==> config.mk <==
export PLATFORM = sky130hd
export DESIGN_NAME = pghj_pin_mux
export DESIGN_NICKNAME = d
export VERILOG_FILES = /design/src/pghj_pin_mux.v
export VERILOG_INCLUDE_DIRS = /design/src
export SDC_FILE = /design/constraint.sdc
export NUM_CORES = 1
export LEC_CHECK = 0
export BUFFER_PORTS_ARGS = -buffer_cell sky130_fd_sc_hd__buf_2
export CORE_UTILIZATION = 38
export DETAILED_ROUTE_END_ITERATION = 8
export MAX_ROUTING_LAYER = met4
export PLACE_DENSITY = 0.71
export SYNTH_ARGS = -nofsm -noshare
export SYNTH_HDL_FRONTEND = slang
export SYNTH_SLANG_ARGS = --single-unit
==> constraint.sdc <==
create_clock -name aclk -period 3.75 [get_ports aclk]
set_clock_uncertainty 0.15 [all_clocks]
set_input_delay 0.75 -clock aclk [delete_from_list [all_inputs] [get_ports aclk]]
set_output_delay 0.75 -clock aclk [all_outputs]
set_load 0.02 [all_outputs]
==> src/pghj_consts.vh <==
// Constants for the port G/H/J alternate-function override block.
// Assumes inclusion by bare name from the design file.
`ifndef PGHJ_CONSTS_VH
`define PGHJ_CONSTS_VH

// Port width
`define PGHJ_PORT_W        8
// AXI4-Lite register byte addresses
`define PGHJ_ADDR_G_DIR    6'h00
`define PGHJ_ADDR_G_VAL    6'h04
`define PGHJ_ADDR_H_DIR    6'h08
`define PGHJ_ADDR_H_VAL    6'h0C
`define PGHJ_ADDR_J_DIR    6'h10
`define PGHJ_ADDR_J_VAL    6'h14
`define PGHJ_ADDR_CTRL     6'h18
`define PGHJ_ADDR_G_PIN    6'h1C
`define PGHJ_ADDR_H_PIN    6'h20
`define PGHJ_ADDR_J_PIN    6'h24
`define PGHJ_ADDR_W        6
// Control register fields
`define PGHJ_CTRL_PUD      0
`define PGHJ_CTRL_SYNC2    1
`define PGHJ_CTRL_PCIE1    2
// Reset values
`define PGHJ_RST_BYTE      8'h00
`define PGHJ_RST_CTRL      3'h0
// AXI responses
`define PGHJ_RESP_OKAY     2'b00
`define PGHJ_RESP_SLVERR   2'b10

`endif

==> src/pghj_pin_mux.v <==
// Port G/H/J pin override logic with an AXI4-Lite register slave.
// Assumes peripherals drive override controls synchronous to aclk; pads
// resolve pin levels from the pad_*_oe, pad_*_out and pad_*_pullup outputs.
`timescale 1ns/100ps
`default_nettype none
`include "pghj_consts.vh"

module pghj_pin_mux #(
  parameter W = `PGHJ_PORT_W
) (
  // Clock and reset
  input  wire         aclk,
  input  wire         aresetn,
  // AXI4-Lite write address, data and response
  input  wire [31:0]  s_axi_awaddr,
  input  wire         s_axi_awvalid,
  output reg          s_axi_awready,
  input  wire [31:0]  s_axi_wdata,
  input  wire [3:0]   s_axi_wstrb,
  input  wire         s_axi_wvalid,
  output reg          s_axi_wready,
  output reg  [1:0]   s_axi_bresp,
  output reg          s_axi_bvalid,
  input  wire         s_axi_bready,
  // AXI4-Lite read
  input  wire [31:0]  s_axi_araddr,
  input  wire         s_axi_arvalid,
  output reg          s_axi_arready,
  output reg  [31:0]  s_axi_rdata,
  output reg  [1:0]   s_axi_rresp,
  output reg          s_axi_rvalid,
  input  wire         s_axi_rready,
  // Pads
  input  wire [W-1:0] pad_g_in,
  input  wire [W-1:0] pad_h_in,
  input  wire [W-1:0] pad_j_in,
  output reg  [W-1:0] pad_g_out,
  output reg  [W-1:0] pad_g_oe,
  output reg  [W-1:0] pad_g_pullup,
  output reg  [W-1:0] pad_h_out,
  output reg  [W-1:0] pad_h_oe,
  output reg  [W-1:0] pad_h_pullup,
  output reg  [W-1:0] pad_j_out,
  output reg  [W-1:0] pad_j_oe,
  output reg  [W-1:0] pad_j_pullup,
  // External memory interface
  input  wire         ext_mem_enable,
  input  wire         ext_mem_ale,
  input  wire         ext_mem_rd_strobe,
  input  wire         ext_mem_wr_strobe,
  // Timer oscillator, compare outputs and counting source
  input  wire         async_timer_clk_sel,
  input  wire         ext_clock_sel,
  output reg          timer_osc_in,
  input  wire         timer_osc_out,
  output reg          timer_osc_out_oe,
  input  wire         timer0_cmp_b_en,
  input  wire         timer0_cmp_b_out,
  input  wire         timer2_cmp_b_en,
  input  wire         timer2_cmp_b_out,
  input  wire [2:0]   timer4_cmp_en,
  input  wire [2:0]   timer4_cmp_out,
  output reg          timer4_count_in,
  // Serial channel 2
  input  wire         serial2_clk_out_en,
  input  wire         serial2_clk,
  output reg          serial2_clk_in,
  input  wire         serial2_tx_enable,
  input  wire         serial2_tx,
  input  wire         serial2_rx_enable,
  output reg          serial2_rx,
  // Serial channel 3
  input  wire         serial3_clk_out_en,
  input  wire         serial3_clk,
  output reg          serial3_clk_in,
  input  wire         serial3_tx_enable,
  input  wire         serial3_tx,
  input  wire         serial3_rx_enable,
  output reg          serial3_rx,
  // Pin-change sources 15..9
  input  wire [6:0]   pin_change_mask,
  output reg  [6:0]   pin_change_src
);

  // ----------------------------------------------------------------
  // Port registers
  // ----------------------------------------------------------------
  reg  [W-1:0] g_dir_q, g_val_q, h_dir_q, h_val_q, j_dir_q, j_val_q;
  reg  [2:0]   ctrl_q;
  reg          aw_q, w_q, wlane_q;
  reg  [`PGHJ_ADDR_W-1:0] awaddr_q;
  reg  [31:0]  wdata_q;
  wire [W-1:0] g_oe, g_o, g_pu, g_ie, h_oe, h_o, h_pu, h_ie, j_oe, j_o, j_pu, j_ie;
  wire         global_pullup_disable    = ctrl_q[`PGHJ_CTRL_PUD];
  wire         sync2  = ctrl_q[`PGHJ_CTRL_SYNC2];
  wire         pcie1  = ctrl_q[`PGHJ_CTRL_PCIE1];
  wire         do_wr  = aw_q && w_q && !s_axi_bvalid;
  wire         wa_ok  = awaddr_q[1:0] == 2'b00 && awaddr_q <= `PGHJ_ADDR_CTRL;

  // Write channel: address and data taken in either order
  always @(posedge aclk) begin
    if (!aresetn) begin
      aw_q <= 1'b0;
      w_q <= 1'b0;
      awaddr_q <= {`PGHJ_ADDR_W{1'b0}};
      wdata_q <= 32'h0000_0000;
      wlane_q <= 1'b0;
      s_axi_awready <= 1'b0;
      s_axi_wready <= 1'b0;
      s_axi_bvalid <= 1'b0;
      s_axi_bresp <= `PGHJ_RESP_OKAY;
      g_dir_q <= `PGHJ_RST_BYTE;
      g_val_q <= `PGHJ_RST_BYTE;
      h_dir_q <= `PGHJ_RST_BYTE;
      h_val_q <= `PGHJ_RST_BYTE;
      j_dir_q <= `PGHJ_RST_BYTE;
      j_val_q <= `PGHJ_RST_BYTE;
      ctrl_q <= `PGHJ_RST_CTRL;
    end else begin
      s_axi_awready <= !aw_q && !s_axi_awready && s_axi_awvalid;
      s_axi_wready <= !w_q && !s_axi_wready && s_axi_wvalid;
      if (s_axi_awready) begin
        aw_q <= 1'b1;
        awaddr_q <= s_axi_awaddr[`PGHJ_ADDR_W-1:0];
      end
      if (s_axi_wready) begin
        w_q <= 1'b1;
        wdata_q <= s_axi_wdata;
        wlane_q <= s_axi_wstrb[0];
      end
      if (do_wr) begin
        aw_q <= 1'b0;
        w_q <= 1'b0;
        s_axi_bvalid <= 1'b1;
        s_axi_bresp <= wa_ok ? `PGHJ_RESP_OKAY : `PGHJ_RESP_SLVERR;
        if (wlane_q) begin
          case (awaddr_q)
            `PGHJ_ADDR_G_DIR: g_dir_q <= wdata_q[W-1:0];
            `PGHJ_ADDR_G_VAL: g_val_q <= wdata_q[W-1:0];
            `PGHJ_ADDR_H_DIR: h_dir_q <= wdata_q[W-1:0];
            `PGHJ_ADDR_H_VAL: h_val_q <= wdata_q[W-1:0];
            `PGHJ_ADDR_J_DIR: j_dir_q <= wdata_q[W-1:0];
            `PGHJ_ADDR_J_VAL: j_val_q <= wdata_q[W-1:0];
            `PGHJ_ADDR_CTRL:  ctrl_q <= wdata_q[2:0];
            default: ;
          endcase
        end
      end else if (s_axi_bvalid && s_axi_bready) begin
        s_axi_bvalid <= 1'b0;
      end
    end
  end

  // ----------------------------------------------------------------
  // Read channel
  // ----------------------------------------------------------------
  reg [31:0] rd_d;
  reg        rok_d;
  always @* begin
    rd_d = 32'h0000_0000;
    rok_d = 1'b1;
    case (s_axi_araddr[`PGHJ_ADDR_W-1:0])
      `PGHJ_ADDR_G_DIR: rd_d[W-1:0] = g_dir_q;
      `PGHJ_ADDR_G_VAL: rd_d[W-1:0] = g_val_q;
      `PGHJ_ADDR_H_DIR: rd_d[W-1:0] = h_dir_q;
      `PGHJ_ADDR_H_VAL: rd_d[W-1:0] = h_val_q;
      `PGHJ_ADDR_J_DIR: rd_d[W-1:0] = j_dir_q;
      `PGHJ_ADDR_J_VAL: rd_d[W-1:0] = j_val_q;
      `PGHJ_ADDR_CTRL:  rd_d[2:0] = ctrl_q;
      `PGHJ_ADDR_G_PIN: rd_d[W-1:0] = pad_g_in & g_ie;
      `PGHJ_ADDR_H_PIN: rd_d[W-1:0] = pad_h_in & h_ie;
      `PGHJ_ADDR_J_PIN: rd_d[W-1:0] = pad_j_in & j_ie;
      default:          rok_d = 1'b0;
    endcase
    if (s_axi_araddr[31:`PGHJ_ADDR_W] != 26'h0) rok_d = 1'b0;
  end

  // Read answer two edges after arvalid
  always @(posedge aclk) begin
    if (!aresetn) begin
      s_axi_arready <= 1'b0;
      s_axi_rvalid <= 1'b0;
      s_axi_rdata <= 32'h0000_0000;
      s_axi_rresp <= `PGHJ_RESP_OKAY;
    end else begin
      s_axi_arready <= s_axi_arvalid && !s_axi_arready && !s_axi_rvalid;
      if (s_axi_arready) begin
        s_axi_rvalid <= 1'b1;
        s_axi_rdata <= rok_d ? rd_d : 32'h0000_0000;
        s_axi_rresp <= rok_d ? `PGHJ_RESP_OKAY : `PGHJ_RESP_SLVERR;
      end else if (s_axi_rvalid && s_axi_rready) begin
        s_axi_rvalid <= 1'b0;
      end
    end
  end

  // ----------------------------------------------------------------
  // Override tables
  // ----------------------------------------------------------------
  reg [W-1:0] g_pullup_override_en, g_pullup_override_val, g_dir_override_en, g_dir_override_val, g_value_override_en, g_value_override_val, g_input_en_override_en, g_input_en_override_val;
  reg [W-1:0] h_pullup_override_en, h_pullup_override_val, h_dir_override_en, h_dir_override_val, h_value_override_en, h_value_override_val, h_input_en_override_en, h_input_en_override_val;
  reg [W-1:0] j_pullup_override_en, j_pullup_override_val, j_dir_override_en, j_dir_override_val, j_value_override_en, j_value_override_val, j_input_en_override_en, j_input_en_override_val;
  wire        osc_ext = async_timer_clk_sel & ext_clock_sel;
  wire        ck2_oe  = serial2_clk_out_en & sync2;
  always @* begin
    {g_pullup_override_en, g_pullup_override_val, g_dir_override_en, g_dir_override_val, g_value_override_en, g_value_override_val, g_input_en_override_en, g_input_en_override_val} = {8*W{1'b0}};
    {h_pullup_override_en, h_pullup_override_val, h_dir_override_en, h_dir_override_val, h_value_override_en, h_value_override_val, h_input_en_override_en, h_input_en_override_val} = {8*W{1'b0}};
    {j_pullup_override_en, j_pullup_override_val, j_dir_override_en, j_dir_override_val, j_value_override_en, j_value_override_val, j_input_en_override_en, j_input_en_override_val} = {8*W{1'b0}};
    // Port G bits 2..0 external memory strobes
    g_pullup_override_en[2:0] = {3{ext_mem_enable}};
    g_dir_override_en[2:0] = {3{ext_mem_enable}};
    g_dir_override_val[2:0] = 3'h7;
    g_value_override_en[2:0] = {3{ext_mem_enable}};
    g_value_override_val[2:0] = {ext_mem_ale, ext_mem_rd_strobe, ext_mem_wr_strobe};
    // Port G bit 3 oscillator output
    g_pullup_override_en[3] = osc_ext;
    g_dir_override_en[3] = osc_ext;
    g_input_en_override_en[3] = osc_ext;
    // Port G bit 4 oscillator input
    g_pullup_override_en[4] = async_timer_clk_sel;
    g_dir_override_en[4] = async_timer_clk_sel;
    g_input_en_override_en[4] = async_timer_clk_sel;
    g_input_en_override_val[4] = ext_clock_sel;
    // Port G bit 5 timer0 compare B, value only
    g_value_override_en[5] = timer0_cmp_b_en;
    g_value_override_val[5] = timer0_cmp_b_out;
    // Port H bits 6..3 compare outputs, value only
    h_value_override_en[6:3] = {timer2_cmp_b_en, timer4_cmp_en[2:0]};
    h_value_override_val[6:3] = {timer2_cmp_b_out, timer4_cmp_out[2:0]};
    // Port H bit 2 serial2 clock, synchronous only
    h_dir_override_en[2] = ck2_oe;
    h_dir_override_val[2] = 1'b1;
    h_value_override_en[2] = ck2_oe;
    h_value_override_val[2] = serial2_clk;
    // Port H bit 1 serial2 transmit
    h_pullup_override_en[1] = serial2_tx_enable;
    h_dir_override_en[1] = serial2_tx_enable;
    h_dir_override_val[1] = 1'b1;
    h_value_override_en[1] = serial2_tx_enable;
    h_value_override_val[1] = serial2_tx;
    // Port H bit 0 serial2 receive
    h_pullup_override_en[0] = serial2_rx_enable;
    h_pullup_override_val[0] = h_val_q[0] & ~global_pullup_disable;
    h_dir_override_en[0] = serial2_rx_enable;
    // Port J bits 6..0 pin-change inputs kept enabled
    j_input_en_override_en[6:0] = pin_change_mask & {7{pcie1}};
    j_input_en_override_val[6:0] = 7'h7F;
    // Port J bits 2..0 serial3 pins
    j_dir_override_en[2] = serial3_clk_out_en;
    j_dir_override_val[2] = 1'b1;
    j_value_override_en[2] = serial3_clk_out_en;
    j_value_override_val[2] = serial3_clk;
    j_pullup_override_en[1] = serial3_tx_enable;
    j_dir_override_en[1] = serial3_tx_enable;
    j_dir_override_val[1] = 1'b1;
    j_value_override_en[1] = serial3_tx_enable;
    j_value_override_val[1] = serial3_tx;
    j_pullup_override_en[0] = serial3_rx_enable;
    j_pullup_override_val[0] = j_val_q[0] & ~global_pullup_disable;
    j_dir_override_en[0] = serial3_rx_enable;
  end

  // ----------------------------------------------------------------
  // Per-bit merge of port settings and overrides
  // ----------------------------------------------------------------
  genvar i;
  generate
    for (i = 0; i < W; i = i + 1) begin : g_bit
      assign g_oe[i] = g_dir_override_en[i] ? g_dir_override_val[i] : g_dir_q[i];
      assign g_o[i]  = g_value_override_en[i] ? g_value_override_val[i] : g_val_q[i];
      assign g_pu[i] = g_pullup_override_en[i] ? g_pullup_override_val[i] : (g_val_q[i] & ~g_dir_q[i] & ~global_pullup_disable);
      assign g_ie[i] = g_input_en_override_en[i] ? g_input_en_override_val[i] : 1'b1;
      assign h_oe[i] = h_dir_override_en[i] ? h_dir_override_val[i] : h_dir_q[i];
      assign h_o[i]  = h_value_override_en[i] ? h_value_override_val[i] : h_val_q[i];
      assign h_pu[i] = h_pullup_override_en[i] ? h_pullup_override_val[i] : (h_val_q[i] & ~h_dir_q[i] & ~global_pullup_disable);
      assign h_ie[i] = h_input_en_override_en[i] ? h_input_en_override_val[i] : 1'b1;
      assign j_oe[i] = j_dir_override_en[i] ? j_dir_override_val[i] : j_dir_q[i];
      assign j_o[i]  = j_value_override_en[i] ? j_value_override_val[i] : j_val_q[i];
      assign j_pu[i] = j_pullup_override_en[i] ? j_pullup_override_val[i] : (j_val_q[i] & ~j_dir_q[i] & ~global_pullup_disable);
      assign j_ie[i] = j_input_en_override_en[i] ? j_input_en_override_val[i] : 1'b1;
    end
  endgenerate

  // ----------------------------------------------------------------
  // Registered pad and peripheral outputs
  // ----------------------------------------------------------------
  always @(posedge aclk) begin
    if (!aresetn) begin
      {pad_g_out, pad_g_oe, pad_g_pullup} <= {3*W{1'b0}};
      {pad_h_out, pad_h_oe, pad_h_pullup} <= {3*W{1'b0}};
      {pad_j_out, pad_j_oe, pad_j_pullup} <= {3*W{1'b0}};
      timer_osc_in <= 1'b0;
      timer_osc_out_oe <= 1'b0;
      timer4_count_in <= 1'b0;
      serial2_clk_in <= 1'b0;
      serial2_rx <= 1'b1;
      serial3_clk_in <= 1'b0;
      serial3_rx <= 1'b1;
      pin_change_src <= 7'h00;
    end else begin
      pad_g_out <= g_o;
      pad_g_oe <= g_oe;
      pad_g_pullup <= g_pu;
      pad_h_out <= h_o;
      pad_h_oe <= h_oe;
      pad_h_pullup <= h_pu;
      pad_j_out <= j_o;
      pad_j_oe <= j_oe;
      pad_j_pullup <= j_pu;
      timer_osc_in <= async_timer_clk_sel & g_ie[4] & pad_g_in[4];
      timer_osc_out_oe <= osc_ext & timer_osc_out;
      timer4_count_in <= pad_h_in[7];
      serial2_clk_in <= sync2 & ~h_dir_q[2] & pad_h_in[2];
      serial2_rx <= serial2_rx_enable ? pad_h_in[0] : 1'b1;
      serial3_clk_in <= ~j_dir_q[2] & pad_j_in[2];
      serial3_rx <= serial3_rx_enable ? pad_j_in[0] : 1'b1;
      pin_change_src <= pad_j_in[6:0] & j_ie[6:0];
    end
  end

endmodule // pghj_pin_mux
`default_nettype wire

; ---- After elaboration in Yosys (flattened, before gate mapping)
; Cells that the tools add are included.
[op_classes]
muxes = 34
n_eq_ne = 15
magnitude_cmp = 1
reduce_logical = 42
n_bitwise = 85
[op_table]
columns = operator, count
row1 = $and A1 B1 Y1, 58
row2 = $pmux W5 S9, 1
row3 = $eq A6 B5 Y1 const B, 7
row4 = $pmux W3 S10, 1
row5 = $mux W1, 29
row6 = $not A1 Y1, 26
row7 = $reduce_bool A26 Y1, 1
row8 = $eq A6 B4 Y1 const B, 4
row9 = $reduce_and A3 Y1, 7
row10 = $reduce_or A2 Y1, 8
row11 = $eq A6 B3 Y1 const B, 2
row12 = $eq A6 B6 Y1 const B, 2
row13 = $logic_not A6 Y1, 2
row14 = $logic_and A1 B1 Y1, 11
row15 = $reduce_or A10 Y1, 1
row16 = $and A8 B8 Y8, 1
row17 = $mux W8, 1
row18 = $logic_not A1 Y1, 7
row19 = $le A6 B5 Y1 const B, 1
row20 = $mux W2, 2
row21 = $reduce_and A2 Y1, 2
row22 = $reduce_bool A2 Y1, 2
row23 = $logic_not A2 Y1, 1
[totals]
reg_bits = 195
word_cells = 223
inputBits = 165
output_inout_bits = 127

; ---- Logic depth before layout (Yosys ltp)
[depth]
word_depth = 5
mapped_depth = 7
depth_no_buf = 4

; ---- Worst setup path after synthesis
; OpenSTA, ideal clock, no wires.
[synth_timing]
path_kind = input port to flip-flop
from = in s_axi_araddr[4]
to = reg s_axi_rdata[1]
path_buffers = 1
setup_time_ns = 0.078
required_time_ns = 3.522
path_slack_ns = 1.460
cell_stages = 5
arrival_ns = 2.062
cell_sequence = clkbuf_1 or4b_1 nor3_1 a221oi_1 a32oi_1
[synth_between]
elab_chain_cells = 5
elab_cells_between_ends = 15
cone_classes = eq/ne: 9 / mux: 4 / reduce/logical: 2
[synth_rtl]
columns = element, line_no
row1 = "start, declared", pghj_pin_mux.v:26  ; input wire [31:0] s_axi_araddr,
row2 = $eq A6 B6 Y1 (tied with other cells), pghj_pin_mux.v:162  ; case (s_axi_araddr[`PGHJ_ADDR_W-1:0])
row3 = $reduce_or A10 Y1 (no source line), --
row4 = $mux W1, pghj_pin_mux.v:162
row5 = $mux W1, pghj_pin_mux.v:175  ; if (s_axi_araddr[31:`PGHJ_ADDR_W] != 26'h0) rok_d = 1'b0;
row6 = $mux W8 *, pghj_pin_mux.v:189  ; s_axi_rdata <= rok_d ? rd_d : 32'h0000_0000;
row7 = "end signal, assigned", pghj_pin_mux.v:189
row8 = "end, declared", pghj_pin_mux.v:29  ; output reg [31:0] s_axi_rdata,
; Every way passes the cells marked *; elsewhere a longest branch is shown, timed or not.
; A chain may end at the register's enable or synchronous reset.

; ---- Worst setup path after layout
[layout_timing]
from = reg s_axi_bvalid
to = reg h_dir_q[2]
[layout_between]
elab_chain_cells = 3
[layout_rtl]
columns = element, line_no
row1 = "start, declared", pghj_pin_mux.v:23  ; output reg s_axi_bvalid,
row2 = "start signal, assigned", pghj_pin_mux.v:110  ; s_axi_bvalid <= 1'b0;
row3 = "start signal, assigned", pghj_pin_mux.v:134  ; s_axi_bvalid <= 1'b1;
row4 = "start signal, assigned", pghj_pin_mux.v:149  ; s_axi_bvalid <= 1'b0;
row5 = $logic_not A1 Y1, pghj_pin_mux.v:97  ; wire do_wr = aw_q && w_q && !s_axi_bvalid;
row6 = $logic_and A1 B1 Y1, pghj_pin_mux.v:97
row7 = $reduce_and A3 Y1 (no source line), --
row8 = "end signal, assigned", pghj_pin_mux.v:114  ; h_dir_q <= `PGHJ_RST_BYTE;
row9 = "end signal, assigned", pghj_pin_mux.v:140  ; `PGHJ_ADDR_H_DIR: h_dir_q <= wdata_q[W-1:0];
row10 = "end, declared", pghj_pin_mux.v:88  ; reg [W-1:0] g_dir_q, g_val_q, h_dir_q, h_val_q, j_dir_q, j_val_q;
; Every way passes these cells.

==> out/metrics.cfg <==
[logic_synthesis]
synth-edff-count=0
synth_fa_ha_area_share_pct=0
synth_top_area_share_pct=49.9
synth_largest_area_cell=dfxtp_1
synth.area.top_cells=dfxtp_1 (50%), mux2i_1 (13%), nor2b_1 (8.0%)
synthCells=642
synth_ff_type=dfxtp_1
ys_seq_area_share_pct=49.9
synth_warnings=0
synthMuxAreaShare_pct=14.3
synth_top_family_by_area=simple AND/OR/NAND/NOR gates
yosys.area_share.xor_xnor_pct=0
synth_compound_area_share_pct=6.46
syn-cell-area_um2=6780
synthSimpleGateAreaFrac_pct=23.8
synthArstFlopShare_pct=0
synth_cell_types=58
avgSynthCellArea_um2=10.6
ys_seq_elements=169

[timing]
timing.fmax_ghz=0.406
max-slew-margin-rel_pct=32.1
finalHoldViolCount=0
period_needed_ns=2.47
finalMaxSlewViolations=0
tightest_slew_ns=1.01
final_min_period_over_clock_period_pct=65.7
finalSetupViolCount=0
tns_ns=0
rsz0062_at_grt=false

[place]
io_buffers=205
gp_congestion=0.834
place_area_um2=7850
dpl.hpwl_um=13200

[clocking]
cts_tree=done
root_buffer=clkbuf_16
cts_hold_buf=0
cts_max_level=4
clkSlewWorstSetupHoldPaths_ns=0.07
postCtsSetupBuffers=0
clockBufferDepth=2
clock_latency_ns=0.43
post_cts_resized=0
cts_made_buffers=17
cts_sinks=169

[routing]
viasPerCell=4.94
drt_wl_total_um=18400
wire_per_inst_um=17.2
dr_total_vias=5279
drc_errors=0
drt_iter0_markers=383
dr.pass1.iters=6
ant_nets=0

[finish]
multi_input_area_um2=3120
seq_area_um2=3380
area_growth_syn_to_layout_pct=24.3
final_nets=992
drive_gt1_share_pct=29.6
final_cell_mix=buf_2 (204), dfxtp_1 (169), mux2i_1 (91), nor2b_1 (87), and2_1 (39)
final_common_cell=buf_2
final_area_um2=8430
fill_cells=1672

[critical_path]
r2r_cells=4
cp-end-kind=flop
crit_fanout=11
worstSetupPathType=flop to flop
arrival_ns=2.64
startpoint_type=flop
required_ns=3.92

[global_route]
grt_remaining_overflow=0
grt_pass1_wl_um=27800
grt_antenna_before_repair=4
grt_usage_pct=21.0
grt_pass1_vias=4915
grt_max_degree=71

[floorplan]
fp.dieW_um=136
start_util_pct=39.1
dieArea_um2=18400
rows=48
boundaryPins=292
coreArea_um2=17400
die_h_um=136

[power]
power_density_nw_per_um2=452
p_leak_nw=3.61
vdd_drop_max_mv=0.343

[status]
outcome=completed

[job]
maxCapViolCount=0

[hold_path]
holdPathStages=2
hold_class=flop to flop

[power by group]
group	switching, W	leakage, nW	internal [W]
Sequential	0.0000287	1.37	0.00182
Clock	0.000761	0.264	0.000927
Combinational	0.000158	1.98	0.000112
[logic make-up (layout without fill, tap and decap cells)]
| group | after synthesis | in the layout |
|---|---|---|
| mux | 96 | 96 |
| compound gates | 59 | 59 |
| simple gates | 245 | 245 |
| flops | 169 | 169 |
| buf+inv | 72 | 245 |
| other cells | 1 | 30 |
[routing by layer]
layer | vias to the layer above | track usage [%] | share of wire (%)
met2 | 192 | 32.1 | 47
met5 | - | - | 0
met1 | 2478 | 26.6 | 45
met4 | 0 | 6.87 | 1.6
met3 | 27 | 5.87 | 6.8
li1 | 2582 | - | -
[state kept, by name, indices dropped and copies added (netlist names), 3 cells and up]
signal	flops
ctrl_q	3
g_dir_q	8
pad_g_out	8
pad_h_out	8
pad_j_out	8
pad_g_oe	8
h_dir_q	8
j_val_q	8
pad_h_pullup	8
pad_j_oe	8
awaddr_q	6
pad_g_pullup	8
h_val_q	8
g_val_q	8
wdata_q	8
s_axi_rdata	8
pin_change_src	7
j_dir_q	8
pad_j_pullup	8
pad_h_oe	8
[synthesized netlist by cell type (all sizes together), types with 2 or more instances]
| library cell | n |
|---|---|
| a211o | 2 |
| a21boi | 3 |
| a21oi | 8 |
| a221oi | 6 |
| a22oi | 2 |
| a2bb2oi | 2 |
| a32oi | 7 |
| and2 | 39 |
| and3 | 5 |
| and3b | 2 |
| and4 | 5 |
| buf | 37 |
| clkbuf | 31 |
| dfxtp | 169 |
| inv | 4 |
| mux2 | 5 |
| mux2i | 91 |
| nand2 | 19 |
| nand2b | 4 |
| nand3 | 7 |
| nand3b | 4 |
| nand4 | 3 |
| nor2 | 10 |
| nor2b | 87 |
| nor3 | 7 |
| nor3b | 18 |
| nor4 | 13 |
| nor4b | 9 |
| o21a | 8 |
| o21ai | 7 |
| o22ai | 2 |
| or3 | 2 |
| or4 | 4 |
| or4b | 4 |
[area by class of cell]
type | instances | share of cell area [%]
diodes | 4 | 0.119
clock buffers | 18 | 5.09
clock inverters | 14 | 1.65
inverters | 4 | 0.178
multi-input cells | 426 | 36.9
flip-flops and latches | 169 | 40.1
well taps | 225 | 3.34
repair buffers | 209 | 12.6
[critical path: stages, from the launching register on]
cell and delay [ns]:
dfxtp_1 0.31, nand3b_1 0.51, nor4_4 1.03, mux2i_1 0.29, nor2b_1 0.06
[stage by stage]
| stage | total power (W) | setup slack (ns) | hold slack [ns] | std cells | utilization, % |
|---|---|---|---|---|---|
| floorplan | 0.00207 | 1.46 | 0.280 | 667 | - |
| global placement | 0.00216 | 0.913 | 0.281 | 1033 | 45.2 |
| detailed placement | 0.00216 | 0.931 | 0.294 | 1033 | 45.2 |
| CTS | 0.00384 | 1.25 | 0.303 | 1065 | 48.5 |
| global route | 0.00395 | 1.12 | 0.337 | 1069 | 48.6 |
| finish | 0.00381 | 1.28 | 0.302 | 1069 | 48.6 |
[worst paths after layout]
kind | startpoint | slack (ns) | endpoint
max | s_axi_bvalid | 1.28 | h_dir_q[2]
min | s_axi_rdata[6] | 0.30 | s_axi_rdata[6]
max reg2reg | s_axi_bvalid | 1.28 | h_dir_q[2]
min reg2reg | s_axi_rdata[6] | 0.30 | s_axi_rdata[6]
Note: power is estimated with default switching activity, not from simulation.
